### src/cat_pkg.sv
// constants for the cursor address tracker
package cat_pkg;
    // address and tracking field widths
    localparam int UNITS_W    = 4;
    localparam int TENS_W     = 3;
    localparam int ROW_W      = 3;
    localparam int MOD_W      = 2;
    localparam int LOAD_W     = 7;
    localparam int SCAN_W     = 4;
    // field limits and encodings
    localparam logic [UNITS_W-1:0] UNITS_MAX   = 4'h9;
    localparam logic [TENS_W-1:0]  TENS_MAX    = 3'h7;
    localparam logic [ROW_W-1:0]   ROW_MAX     = 3'h7;
    localparam logic [MOD_W-1:0]   MOD_LAST    = 2'h2;
    localparam logic [MOD_W-1:0]   MOD_BAD     = 2'h3;
    localparam logic [SCAN_W-1:0]  CURSOR_SCAN = 4'h8;
    // reset values: column 0, row 0, module 0
    localparam logic [UNITS_W-1:0] UNITS_RST   = 4'h0;
    localparam logic [TENS_W-1:0]  TENS_RST    = 3'h0;
    localparam logic [ROW_W-1:0]   ROW_RST     = 3'h0;
    localparam logic [MOD_W-1:0]   MOD_RST     = 2'h0;
    // load word field positions
    localparam int LD_UNITS_LSB = 0;
    localparam int LD_TENS_LSB  = 4;
    localparam int LD_ROW_LSB   = 0;
    localparam int LD_MOD_LSB   = 3;
    // event vector bit positions
    localparam int EV_FWD   = 0;
    localparam int EV_BACK  = 1;
    localparam int EV_UP    = 2;
    localparam int EV_ADV   = 3;
    localparam int EV_HOME  = 4;
    localparam int EV_XLD   = 5;
    localparam int EV_YLD   = 6;
    localparam int EV_ACC   = 7;
    localparam int EV_DOWN  = 8;
    localparam int EV_LF    = 9;
    localparam int EV_SHIFT = 10;
    localparam int EV_W     = 11;
    // timing
    localparam int CLK_PERIOD_NS   = 100;
    localparam int CHAR_TIME_NS    = 639;
    localparam int FIX_DELAY_NS    = 300;
    localparam int FIX_DELAY_CYC   = (FIX_DELAY_NS / CLK_PERIOD_NS < 1) ?
                                     1 : FIX_DELAY_NS / CLK_PERIOD_NS;
    localparam int FIX_CNT_W       = 3;
    localparam logic [FIX_CNT_W-1:0] FIX_LIMIT =
        FIX_CNT_W'(FIX_DELAY_CYC);
endpackage

### src/cat_tracker.sv
// cursor address counter, tracking counter and position compare
// Operation
// - column counts 0-79 up or down
// - row counter picks one of eight rows
// - module counter counts modulo three
// - tracking counter advances per shift pulse
// - tracking spans one module: 80 columns, 8 rows
// - column match gated by compare enable
// - position match needs column and row equal
// - memory access steps cursor forward automatically
// - line advance from advance pin, down, feed, auto feed
// - units digit above nine forced to zero
// - column wrap from 79 carries row up
// - column zero down count decrements row
// - row wrap steps module up or down
// - module state three forced to zero
// - column load: upper tens, lower units
// - row load: bits zero-two row, three-four module
// - final row flag at module two row seven
// - cursor pulse in scan line eight
`timescale 1ns/1ps
`default_nettype none
module cat_tracker (
    input  wire logic                      core_clk,
    input  wire logic                      reset,
    input  wire logic                      cursor_step_forward_n,
    input  wire logic                      cursor_step_back_n,
    input  wire logic                      cursor_step_up_n,
    input  wire logic                      line_advance_n,
    input  wire logic                      home,
    input  wire logic                      column_load_strobe_n,
    input  wire logic                      row_load_strobe_n,
    input  wire logic [cat_pkg::LOAD_W-1:0] load_data,
    input  wire logic                      mem_access,
    input  wire logic                      cursor_down,
    input  wire logic                      line_feed,
    input  wire logic                      auto_lf_mode,
    input  wire logic                      mem_shift,
    input  wire logic                      compare_gate,
    input  wire logic [cat_pkg::SCAN_W-1:0] scan_line,
    output logic [cat_pkg::UNITS_W-1:0]    addr_units_q,
    output logic [cat_pkg::TENS_W-1:0]     addr_tens_q,
    output logic [cat_pkg::ROW_W-1:0]      addr_row_q,
    output logic [cat_pkg::MOD_W-1:0]      addr_module_q,
    output logic [cat_pkg::UNITS_W-1:0]    trk_units_q,
    output logic [cat_pkg::TENS_W-1:0]     trk_tens_q,
    output logic [cat_pkg::ROW_W-1:0]      trk_row_q,
    output logic                           column_match_q,
    output logic                           position_match_q,
    output logic                           cursor_q,
    output logic                           final_row_flag_q,
    output logic                           row_carry_up_q,
    output logic                           line_advance_pulse_q
);
    // column index 0-79 from the two column fields
    function automatic logic [6:0] col_index(
        input logic [cat_pkg::TENS_W-1:0]  tens,
        input logic [cat_pkg::UNITS_W-1:0] units);
        col_index = 7'({3'h0, tens} * 7'h0a) + {3'h0, units};
    endfunction

    // all pins pass two flops before use
    logic [cat_pkg::EV_W-1:0]   ev_raw;
    logic [cat_pkg::EV_W-1:0]   ev_s1_q;
    logic [cat_pkg::EV_W-1:0]   ev_s2_q;
    logic [cat_pkg::EV_W-1:0]   ev_s3_q;
    logic [cat_pkg::EV_W-1:0]   ev;
    logic [cat_pkg::LOAD_W-1:0] ld_s1_q;
    logic [cat_pkg::LOAD_W-1:0] ld_s2_q;
    logic [cat_pkg::SCAN_W-1:0] scan_s1_q;
    logic [cat_pkg::SCAN_W-1:0] scan_s2_q;
    logic [1:0]                 lvl_s1_q;
    logic [1:0]                 lvl_s2_q;
    logic                       auto_lf;
    logic                       gate_ok;

    assign ev_raw = {mem_shift, line_feed, cursor_down, mem_access,
                     ~row_load_strobe_n, ~column_load_strobe_n, home,
                     ~line_advance_n, ~cursor_step_up_n,
                     ~cursor_step_back_n, ~cursor_step_forward_n};

    // two-stage synchronisers plus an edge history stage
    always_ff @(posedge core_clk) begin
        if (reset) begin
            ev_s1_q   <= '0;
            ev_s2_q   <= '0;
            ev_s3_q   <= '0;
            ld_s1_q   <= '0;
            ld_s2_q   <= '0;
            scan_s1_q <= '0;
            scan_s2_q <= '0;
            lvl_s1_q  <= '0;
            lvl_s2_q  <= '0;
        end else begin
            ev_s1_q   <= ev_raw;
            ev_s2_q   <= ev_s1_q;
            ev_s3_q   <= ev_s2_q;
            ld_s1_q   <= load_data;
            ld_s2_q   <= ld_s1_q;
            scan_s1_q <= scan_line;
            scan_s2_q <= scan_s1_q;
            lvl_s1_q  <= {auto_lf_mode, compare_gate};
            lvl_s2_q  <= lvl_s1_q;
        end
    end

    // one-cycle event on each leading edge
    assign ev      = ev_s2_q & ~ev_s3_q;
    assign gate_ok = lvl_s2_q[0];
    assign auto_lf = lvl_s2_q[1];

    // movement decode
    logic col_at_max;
    logic col_at_zero;
    logic last_access;
    logic col_up;
    logic col_dn;
    logic adv_req;
    logic row_up;
    logic row_dn;
    logic mod_up;
    logic mod_dn;
    logic load_any;

    assign load_any    = ev[cat_pkg::EV_HOME] | ev[cat_pkg::EV_XLD] |
                         ev[cat_pkg::EV_YLD];
    assign col_at_max  = (addr_tens_q == cat_pkg::TENS_MAX) &&
                         (addr_units_q == cat_pkg::UNITS_MAX);
    assign col_at_zero = (addr_tens_q == cat_pkg::TENS_RST) &&
                         (addr_units_q == cat_pkg::UNITS_RST);
    assign last_access = ev[cat_pkg::EV_ACC] & col_at_max;
    // access steps forward as well
    assign col_up = ~load_any & (ev[cat_pkg::EV_FWD] |
                    ev[cat_pkg::EV_ACC]) & ~ev[cat_pkg::EV_BACK];
    assign col_dn = ~load_any & ev[cat_pkg::EV_BACK] &
                    ~(ev[cat_pkg::EV_FWD] | ev[cat_pkg::EV_ACC]);
    // line advance sources; auto feed rides on the column wrap
    assign adv_req = ev[cat_pkg::EV_ADV] | ev[cat_pkg::EV_DOWN] |
                     ev[cat_pkg::EV_LF] |
                     (last_access & auto_lf & ~col_up);
    assign row_up  = ~load_any & ((col_up & col_at_max) | adv_req) &
                     ~(ev[cat_pkg::EV_UP] | (col_dn & col_at_zero));
    assign row_dn  = ~load_any & ((col_dn & col_at_zero) |
                     ev[cat_pkg::EV_UP]) &
                     ~((col_up & col_at_max) | adv_req);
    assign mod_up  = row_up & (addr_row_q == cat_pkg::ROW_MAX);
    assign mod_dn  = row_dn & (addr_row_q == cat_pkg::ROW_RST);

    // illegal state timers, held then cleared
    logic [cat_pkg::FIX_CNT_W-1:0] units_fix_q;
    logic [cat_pkg::FIX_CNT_W-1:0] mod_fix_q;
    logic                          units_bad;
    logic                          mod_bad;
    logic                          units_clr;
    logic                          mod_clr;

    assign units_bad = addr_units_q > cat_pkg::UNITS_MAX;
    assign mod_bad   = addr_module_q == cat_pkg::MOD_BAD;
    assign units_clr = units_bad && (units_fix_q == cat_pkg::FIX_LIMIT);
    assign mod_clr   = mod_bad && (mod_fix_q == cat_pkg::FIX_LIMIT);

    always_ff @(posedge core_clk) begin
        if (reset) begin
            units_fix_q <= '0;
            mod_fix_q   <= '0;
        end else begin
            units_fix_q <= (units_bad && !units_clr) ?
                           units_fix_q + 3'h1 : '0;
            mod_fix_q   <= (mod_bad && !mod_clr) ?
                           mod_fix_q + 3'h1 : '0;
        end
    end

    // column counter: units digit then three binary tens bits
    always_ff @(posedge core_clk) begin
        if (reset || ev[cat_pkg::EV_HOME]) begin
            addr_units_q <= cat_pkg::UNITS_RST;
            addr_tens_q  <= cat_pkg::TENS_RST;
        end else if (ev[cat_pkg::EV_XLD]) begin
            addr_units_q <= ld_s2_q[cat_pkg::LD_UNITS_LSB +: 4];
            addr_tens_q  <= ld_s2_q[cat_pkg::LD_TENS_LSB +: 3];
        end else if (units_clr) begin
            addr_units_q <= cat_pkg::UNITS_RST;
        end else if (col_up) begin
            if (addr_units_q == cat_pkg::UNITS_MAX) begin
                addr_units_q <= cat_pkg::UNITS_RST;
                addr_tens_q  <= addr_tens_q + 3'h1;
            end else begin
                addr_units_q <= addr_units_q + 4'h1;
            end
        end else if (col_dn) begin
            if (addr_units_q == cat_pkg::UNITS_RST) begin
                addr_units_q <= cat_pkg::UNITS_MAX;
                addr_tens_q  <= addr_tens_q - 3'h1;
            end else begin
                addr_units_q <= addr_units_q - 4'h1;
            end
        end
    end

    // row and module counters
    always_ff @(posedge core_clk) begin
        if (reset || ev[cat_pkg::EV_HOME]) begin
            addr_row_q    <= cat_pkg::ROW_RST;
            addr_module_q <= cat_pkg::MOD_RST;
        end else if (ev[cat_pkg::EV_YLD]) begin
            addr_row_q    <= ld_s2_q[cat_pkg::LD_ROW_LSB +: 3];
            addr_module_q <= ld_s2_q[cat_pkg::LD_MOD_LSB +: 2];
        end else begin
            if (row_up) begin
                addr_row_q <= addr_row_q + 3'h1;
            end else if (row_dn) begin
                addr_row_q <= addr_row_q - 3'h1;
            end
            if (mod_clr) begin
                addr_module_q <= cat_pkg::MOD_RST;
            end else if (mod_up) begin
                addr_module_q <= (addr_module_q == cat_pkg::MOD_LAST) ?
                                 cat_pkg::MOD_RST :
                                 addr_module_q + 2'h1;
            end else if (mod_dn) begin
                addr_module_q <= (addr_module_q == cat_pkg::MOD_RST) ?
                                 cat_pkg::MOD_LAST :
                                 addr_module_q - 2'h1;
            end
        end
    end

    // carry and advance indications
    always_ff @(posedge core_clk) begin
        if (reset) begin
            row_carry_up_q       <= 1'b0;
            line_advance_pulse_q <= 1'b0;
            final_row_flag_q     <= 1'b0;
        end else begin
            row_carry_up_q       <= col_up & col_at_max & row_up;
            line_advance_pulse_q <= ~load_any & (adv_req |
                                    (last_access & auto_lf));
            final_row_flag_q     <= (addr_module_q == cat_pkg::MOD_LAST) &&
                                    (addr_row_q == cat_pkg::ROW_MAX);
        end
    end

    // tracking counter follows each memory shift pulse
    always_ff @(posedge core_clk) begin
        if (reset) begin
            trk_units_q <= cat_pkg::UNITS_RST;
            trk_tens_q  <= cat_pkg::TENS_RST;
            trk_row_q   <= cat_pkg::ROW_RST;
        end else if (ev[cat_pkg::EV_SHIFT]) begin
            if (trk_units_q >= cat_pkg::UNITS_MAX) begin
                trk_units_q <= cat_pkg::UNITS_RST;
                trk_tens_q  <= trk_tens_q + 3'h1;
                if (trk_tens_q == cat_pkg::TENS_MAX) begin
                    trk_row_q <= trk_row_q + 3'h1;
                end
            end else begin
                trk_units_q <= trk_units_q + 4'h1;
            end
        end
    end

    // gated comparisons, registered for clean pulses
    logic col_eq;
    logic row_eq;

    assign col_eq = gate_ok && (addr_units_q == trk_units_q) &&
                    (addr_tens_q == trk_tens_q);
    assign row_eq = addr_row_q == trk_row_q;

    always_ff @(posedge core_clk) begin
        if (reset) begin
            column_match_q   <= 1'b0;
            position_match_q <= 1'b0;
            cursor_q         <= 1'b0;
        end else begin
            column_match_q   <= col_eq;
            position_match_q <= col_eq & row_eq;
            cursor_q         <= col_eq & row_eq &&
                                (scan_s2_q == cat_pkg::CURSOR_SCAN);
        end
    end
endmodule
`default_nettype wire

### config.mk
export PLATFORM = sky130hd
export DESIGN_NAME = cat_tracker
export DESIGN_NICKNAME = d
export VERILOG_FILES = /design/src/cat_pkg.sv /design/src/cat_tracker.sv
export SDC_FILE = /design/constraint.sdc
export NUM_CORES = 1
export LEC_CHECK = 0
export ABC_CLOCK_PERIOD_IN_PS = 3000
export BUFFER_PORTS_ARGS = -buffer_cell sky130_fd_sc_hd__buf_2
export CAP_MARGIN = 20
export CORE_ASPECT_RATIO = 0.8
export CORE_MARGIN = 2
export CORE_UTILIZATION = 51
export DETAILED_ROUTE_END_ITERATION = 16
export PLACE_DENSITY = 0.72
export SLEW_MARGIN = 5
export SYNTH_ARGS = -nofsm -noshare
export SYNTH_HDL_FRONTEND = slang
export SYNTH_SLANG_ARGS = --single-unit
### constraint.sdc
create_clock -name core_clk -period 3 [get_ports core_clk]
set_clock_uncertainty 0.2 [all_clocks]
set_input_delay 0 -clock core_clk [delete_from_list [all_inputs] [get_ports core_clk]]
set_output_delay 0 -clock core_clk [all_outputs]
set_load 0.01 [all_outputs]
Yosys cells after proc, flatten, opt, wreduce, memory -nomap -nowiden
Index checks and enable logic that the tools add are counted.
{"block": "totals", "ff_bits": 93, "latchBits": 0, "ramBits": 0, "romBits": 0, "out_inout_bits": 28, "memories": 0}
{"block": "op_classes", "addsub": 13, "multipliers": 0, "div": 0, "magnitude_cmp": 2, "n_eq_ne": 14, "shifts": 0, "muxes": 22, "bitwise": 43, "reduce_logical": 27}
{"cell": "two-way mux 4 bit", "count": 7}
{"cell": "two-way mux 3 bit", "count": 9}
{"cell": "adder 3 x 1 -> 3 bit (second input constant)", "count": 6}
{"cell": "bitwise AND 1 bit", "count": 18}
{"cell": "NOT 1 bit", "count": 14}
{"cell": "two-way mux 2 bit", "count": 6}
{"cell": "bitwise AND 11 bit", "count": 1}
{"cell": "NOT 11 bit", "count": 1}
{"cell": "logical AND 1 bit", "count": 10}
{"cell": "== test 3 bit (second input constant)", "count": 3}
{"cell": "bitwise OR 1 bit", "count": 9}
{"cell": "nonzero test 3 bit", "count": 3}
{"cell": "adder 4 x 1 -> 4 bit (second input constant)", "count": 2}
{"cell": "== test 4 bit (second input constant)", "count": 2}
{"cell": "nonzero test 4 bit", "count": 2}
{"cell": "== test 3 x 2 -> 1 bit (second input constant)", "count": 2}
{"cell": "== test 3 bit", "count": 2}
{"cell": "logical NOT 3 bit", "count": 2}
{"cell": "subtractor 3 x 1 -> 3 bit (second input constant)", "count": 2}
{"cell": "== test 2 bit (second input constant)", "count": 2}
{"cell": "== test 4 bit", "count": 1}
{"cell": "greater-or-equal comparator 4 bit (second input constant)", "count": 1}
{"cell": "greater-than comparator 4 bit (second input constant)", "count": 1}
{"cell": "logical NOT 4 bit", "count": 1}
{"cell": "12 further kinds", "count": 14}

Longest topological paths before layout
{"block": "logic_depth", "word_depth": 18, "ltp_mapped": 12, "mapped_depth_nobuf": 12}

Least setup slack after synthesis
Ideal clock, no wire load.
{"block": "synth_timing", "path_type": "register -> register", "startpoint": "register addr_units_q[0] (netlist name)", "endpoint": "register addr_row_q[2] (netlist name)", "setup_time_ns": 0.121, "arrival_ns": 2.560, "required_ns": 2.679, "path_slack_ns": 0.119, "path_stages_with_launch": 12, "path_buffers": 0, "synth_period_minus_slack_ns": 2.881, "path_cell_list": "dfxtp_1 -> inv_1 -> ha_1 -> nor3b_2 -> a31oi_1 -> o21a_1 -> and2_1 -> inv_1 -> fa_1 -> mux2_2 -> a211oi_2 -> nor3_2"}
{"block": "synth_via", "elab_chain_len": 11}
{"element": "start: declaration", "line": "cat_tracker.sv:41", "text": "output logic [cat_pkg::UNITS_W-1:0] addr_units_q,"}
{"element": "start signal: assignment", "line": "cat_tracker.sv:177", "text": "addr_units_q <= cat_pkg::UNITS_RST;"}
{"element": "start signal: assignment", "line": "cat_tracker.sv:180", "text": "addr_units_q <= ld_s2_q[cat_pkg::LD_UNITS_LSB +: 4];"}
{"element": "start signal: assignment", "line": "cat_tracker.sv:183", "text": "addr_units_q <= cat_pkg::UNITS_RST;"}
{"element": "== test 4 bit", "line": "cat_tracker.sv:128", "text": "(addr_units_q == cat_pkg::UNITS_MAX);"}
{"element": "logical AND 1 bit", "line": "cat_tracker.sv:127", "text": "assign col_at_max = (addr_tens_q == cat_pkg::TENS_MAX) &&"}
{"element": "bitwise AND 1 bit", "line": "cat_tracker.sv:131", "text": "assign last_access = ev[cat_pkg::EV_ACC] & col_at_max;"}
{"element": "bitwise AND 1 bit (2 in series)", "line": "cat_tracker.sv:140", "text": "(last_access & auto_lf & ~col_up);"}
{"element": "bitwise OR 1 bit", "line": "cat_tracker.sv:139", "text": "ev[cat_pkg::EV_LF] |"}
{"element": "bitwise OR 1 bit", "line": "cat_tracker.sv:141, cat_tracker.sv:145"}
{"element": "bitwise AND 1 bit (2 in series)", "line": "cat_tracker.sv:141", "text": "assign row_up = ~load_any & ((col_up & col_at_max) | adv_req) &"}
{"element": "two-way mux 3 bit", "line": "cat_tracker.sv:210", "text": "if (row_up) begin"}
{"element": "two-way mux 3 bit", "line": "cat_tracker.sv:206", "text": "end else if (ev[cat_pkg::EV_YLD]) begin"}
{"element": "end signal: assignment", "line": "cat_tracker.sv:207", "text": "addr_row_q <= ld_s2_q[cat_pkg::LD_ROW_LSB +: 3];"}
{"element": "end signal: assignment", "line": "cat_tracker.sv:211", "text": "addr_row_q <= addr_row_q + 3'h1;"}
{"element": "end signal: assignment", "line": "cat_tracker.sv:213", "text": "addr_row_q <= addr_row_q - 3'h1;"}
{"element": "end: declaration", "line": "cat_tracker.sv:43", "text": "output logic [cat_pkg::ROW_W-1:0] addr_row_q,"}
Parallel ways exist; a longest one is shown, timed or not.
A chain may end at the register's enable or synchronous reset.

Final worst setup path
{"block": "layout_timing", "startpoint": "register addr_units_q[1] (netlist name)", "endpoint": "register addr_row_q[2] (netlist name)"}
The elaborated chain is that of the path after synthesis.

==> out/metrics.cfg <==
[layout]
syn2layout_area_growth_pct=24.0
antenna_cells=0
nFillCells=548
seqCellArea_sq_um=1860
fin_util_pct=66.3
layout.nets=508
final_common_cell=dfxtp_1
drive_above_1_share_pct=21.0
final_cell_mix=92 x dfxtp_1, 56 x nor2b_1, 53 x buf_2
fin_cells=553
multi_input_area_sq_um=1770

[floorplanning]
pin_count=54
die_w_um=99.8
die_h_um=80.6
start_util_pct=53.5
die_area_sq_um=8040
coreArea_sq_um=6990
rows=27

[clock_tree]
numCtsBuffers=9
clk_pin_slew_ns=0.09
insertion_delay_ns=0.36
clockBufferDepth=2
tritoncts=yes
clock-root-buffer=clkbuf_8
htreeDepth=3
numClockSinks=93
post_cts_buffers=0

[sta]
fmaxAchievable_mhz=355
worst_pin_slew_ns=0.506
finalCritPeriodShare_pct=93.9
hold_slack_ns=0.115
hold_viol_final=0
setup_viol=0
timing_max_transition_violations_final=0
post-route-min-period_ns=2.82
rsz0062_at_grt=no
setup_tns_ns=0
slew_headroom_pct=66.3

[routing]
wl_per_cell_um=13.6
drt_iter0_drc=119
drc=0
avgViaCountPerCell=5.03
wl_um=7530
num_vias=2781
postRouteAntennaNets=0
firstDrtPassIters=4

[min_path]
min-delay-start=cursor_step_back_n
hp-class=in -> reg
hold_end=ev_s1_q[1]
hold_depth=3

[flow_run]
maxCapViolCount=0

[place]
place_congestion=0.957
port_buffers=53
place_inst=506
hpwlAfterDp_um=5230

[setup_path]
path_cells=inv_1 -> ha_1 -> nand4_1 -> nor2_2 -> a21boi_2 -> o21a_1 -> and2_1 -> inv_1 -> fa_1 -> mux2_2 -> a211oi_2 -> nor3_2
start_kind=flop
r2r_setup_slack_ns=0.18
r2r-start=addr_units_q[1]
cp_common_cell=inv_1
reg2reg_to=addr_row_q[2]
slowest_stage=fa_1
max_stage_delay_ns=0.37
endpoint_kind=flop
path_class=reg -> reg
worstPathArrival_ns=2.87
cp_max_fo=4
required_ns=3.05
reg2reg_depth=12

[global_routing]
grt_overflow=0
grt_pass1_wl_um=12600
antenna_found_initial=0
grt_pass1_vias=2707
grt_use_total_pct=20.2
grt_start_max_net_pins=51

[power_and_ir_drop]
ir_drop_v=0.000380
p_leak_nw=1.97
p_per_area_nw_per_um2=550
finalPower_mw=2.55

[yosys]
synth.avg_cell_area_sq_um=10.1
synth_cells=371
ys_seq_elements=93
synth.distinct_cells=56
synth-seq-area-share_pct=49.8
yosys_warnings=0
synth_nets=418
synthesis.area_sq_um=3740

[outcome]
status=completed

==> cell families (layout without fill, tap and decap cells) <==
family                     Yosys count  after routing  synth area share (%)
adders and majority gates           21             21                  7.42
muxes                                5              5                  1.71
DFF                                 93             93                  49.8
buffers and inverters               27            122                  3.11
AOI/OAI and AO/OA                   59             59                  10.5
and+or+nand+nor                    146            146                  22.8
xor gates and xnor gates            20             20                  4.68
==> worst max-delay path by stage <==
stage,startpoint,endpoint,slack [ns],cells after the start
after global placement,addr_units_q[0],addr_row_q[2],0.19,11
after detailed placement,addr_units_q[0],addr_row_q[2],0.09,11
after global routing,addr_units_q[1],addr_row_q[2],0.002,12
after CTS,addr_units_q[0],addr_row_q[2],0.06,11
final,addr_units_q[1],addr_row_q[2],0.18,12
after floorplan,addr_units_q[0],addr_row_q[2],0.12,11
==> power by group <==
part	internal, mW	switching (mW)
sequential	1.29	0.0478
clock	0.424	0.453
combinational	0.168	0.170
==> through the flow <==
step	worst slack, ns	instance area [sq um]
floorplan	0.119	3740
global placement	0.195	4110
detailed placement	0.0913	4110
CTS	0.0623	4630
global route	0.00189	4640
finish	0.182	4640
==> cell type report <==
type	instances	area share [%]
clock buffer	10	2.97
clock inverter	6	1.65
inverter	15	1.21
multi-input combinational	251	38.1
sequential	93	40.2
tap	87	2.35
timing repair buffer	91	13.5
==> Yosys cell counts (all sizes together) <==
master	number	share of area (%)
dfxtp	93	50
nor2b	58	10
nor2	30	3.3
ha	19	6.4
a21oi	17	2.5
nand2	17	1.7
o21ai	17	2.6
inv	15	1.5
xnor2	12	2.8
nor3	11	1.9
clkbuf	9	0.90
xor2	8	1.9
nand2b	7	1.4
a31oi	5	0.84
nand3	5	1.0
o211ai	4	0.80
a22oi	3	0.60
and3	3	0.50
buf	3	0.70
mux2i	3	0.80
nor4	3	0.50
a211oi	2	0.54
and2	2	0.33
fa	2	1.1
nand3b	2	0.40
nand4	2	0.33
o21a	2	0.40
o221a	2	0.60
a21boi	1	0.30
a41oi	1	0.23
and2b	1	0.20
and3b	1	0.23
and4	1	0.23
and4b	1	0.27
mux2	1	0.30
mux4	1	0.60
nor3b	1	0.33
o211a	1	0.27
o221ai	1	0.23
o2bb2ai	1	0.23
o31ai	1	0.20
o32ai	1	0.23
or3	1	0.17
==> state kept, by name, summed over array words and instances, names as in the netlist, 3 cells and up <==
name / cells
addr_row_q: 3
addr_tens_q: 3
addr_units_q: 4
ev_s1_q: 11
ev_s2_q: 11
ev_s3_q: 11
ld_s1_q: 7
ld_s2_q: 7
mod_fix_q: 3
scan_s1_q: 4
scan_s2_q: 4
trk_row_q: 3
trk_tens_q: 3
trk_units_q: 4
units_fix_q: 3
==> per-layer routing <==
metal / part of all wire [%] / track usage, % / up-vias
met2: 45 / 32.0 / 68
met1: 48 / 27.0 / 1276
met4: 1.2 / 4.93 / 0
li1: - / - / 1426
met5: 0 / 0 / -
met3: 5.3 / 6.27 / 11
==> worst max-delay path, delay by kind of cell, from the launching register on <==
family / cells / cell delay (ns)
flops: 1 / 0.33
compound gates: 3 / 0.64
fa+ha+maj: 2 / 0.54
mux: 1 / 0.30
buf+inv: 2 / 0.16
simple gates: 4 / 0.55
==> what timing repair did <==
item | 4_1_cts | 5_1_grt
hold endpoints to repair | 39 | 0
resized for setup | 0 | 2
setup endpoints to repair | 0 | 1
hold buffers | 31 | 0
No activity file was read; power rests on OpenSTA's default activity.
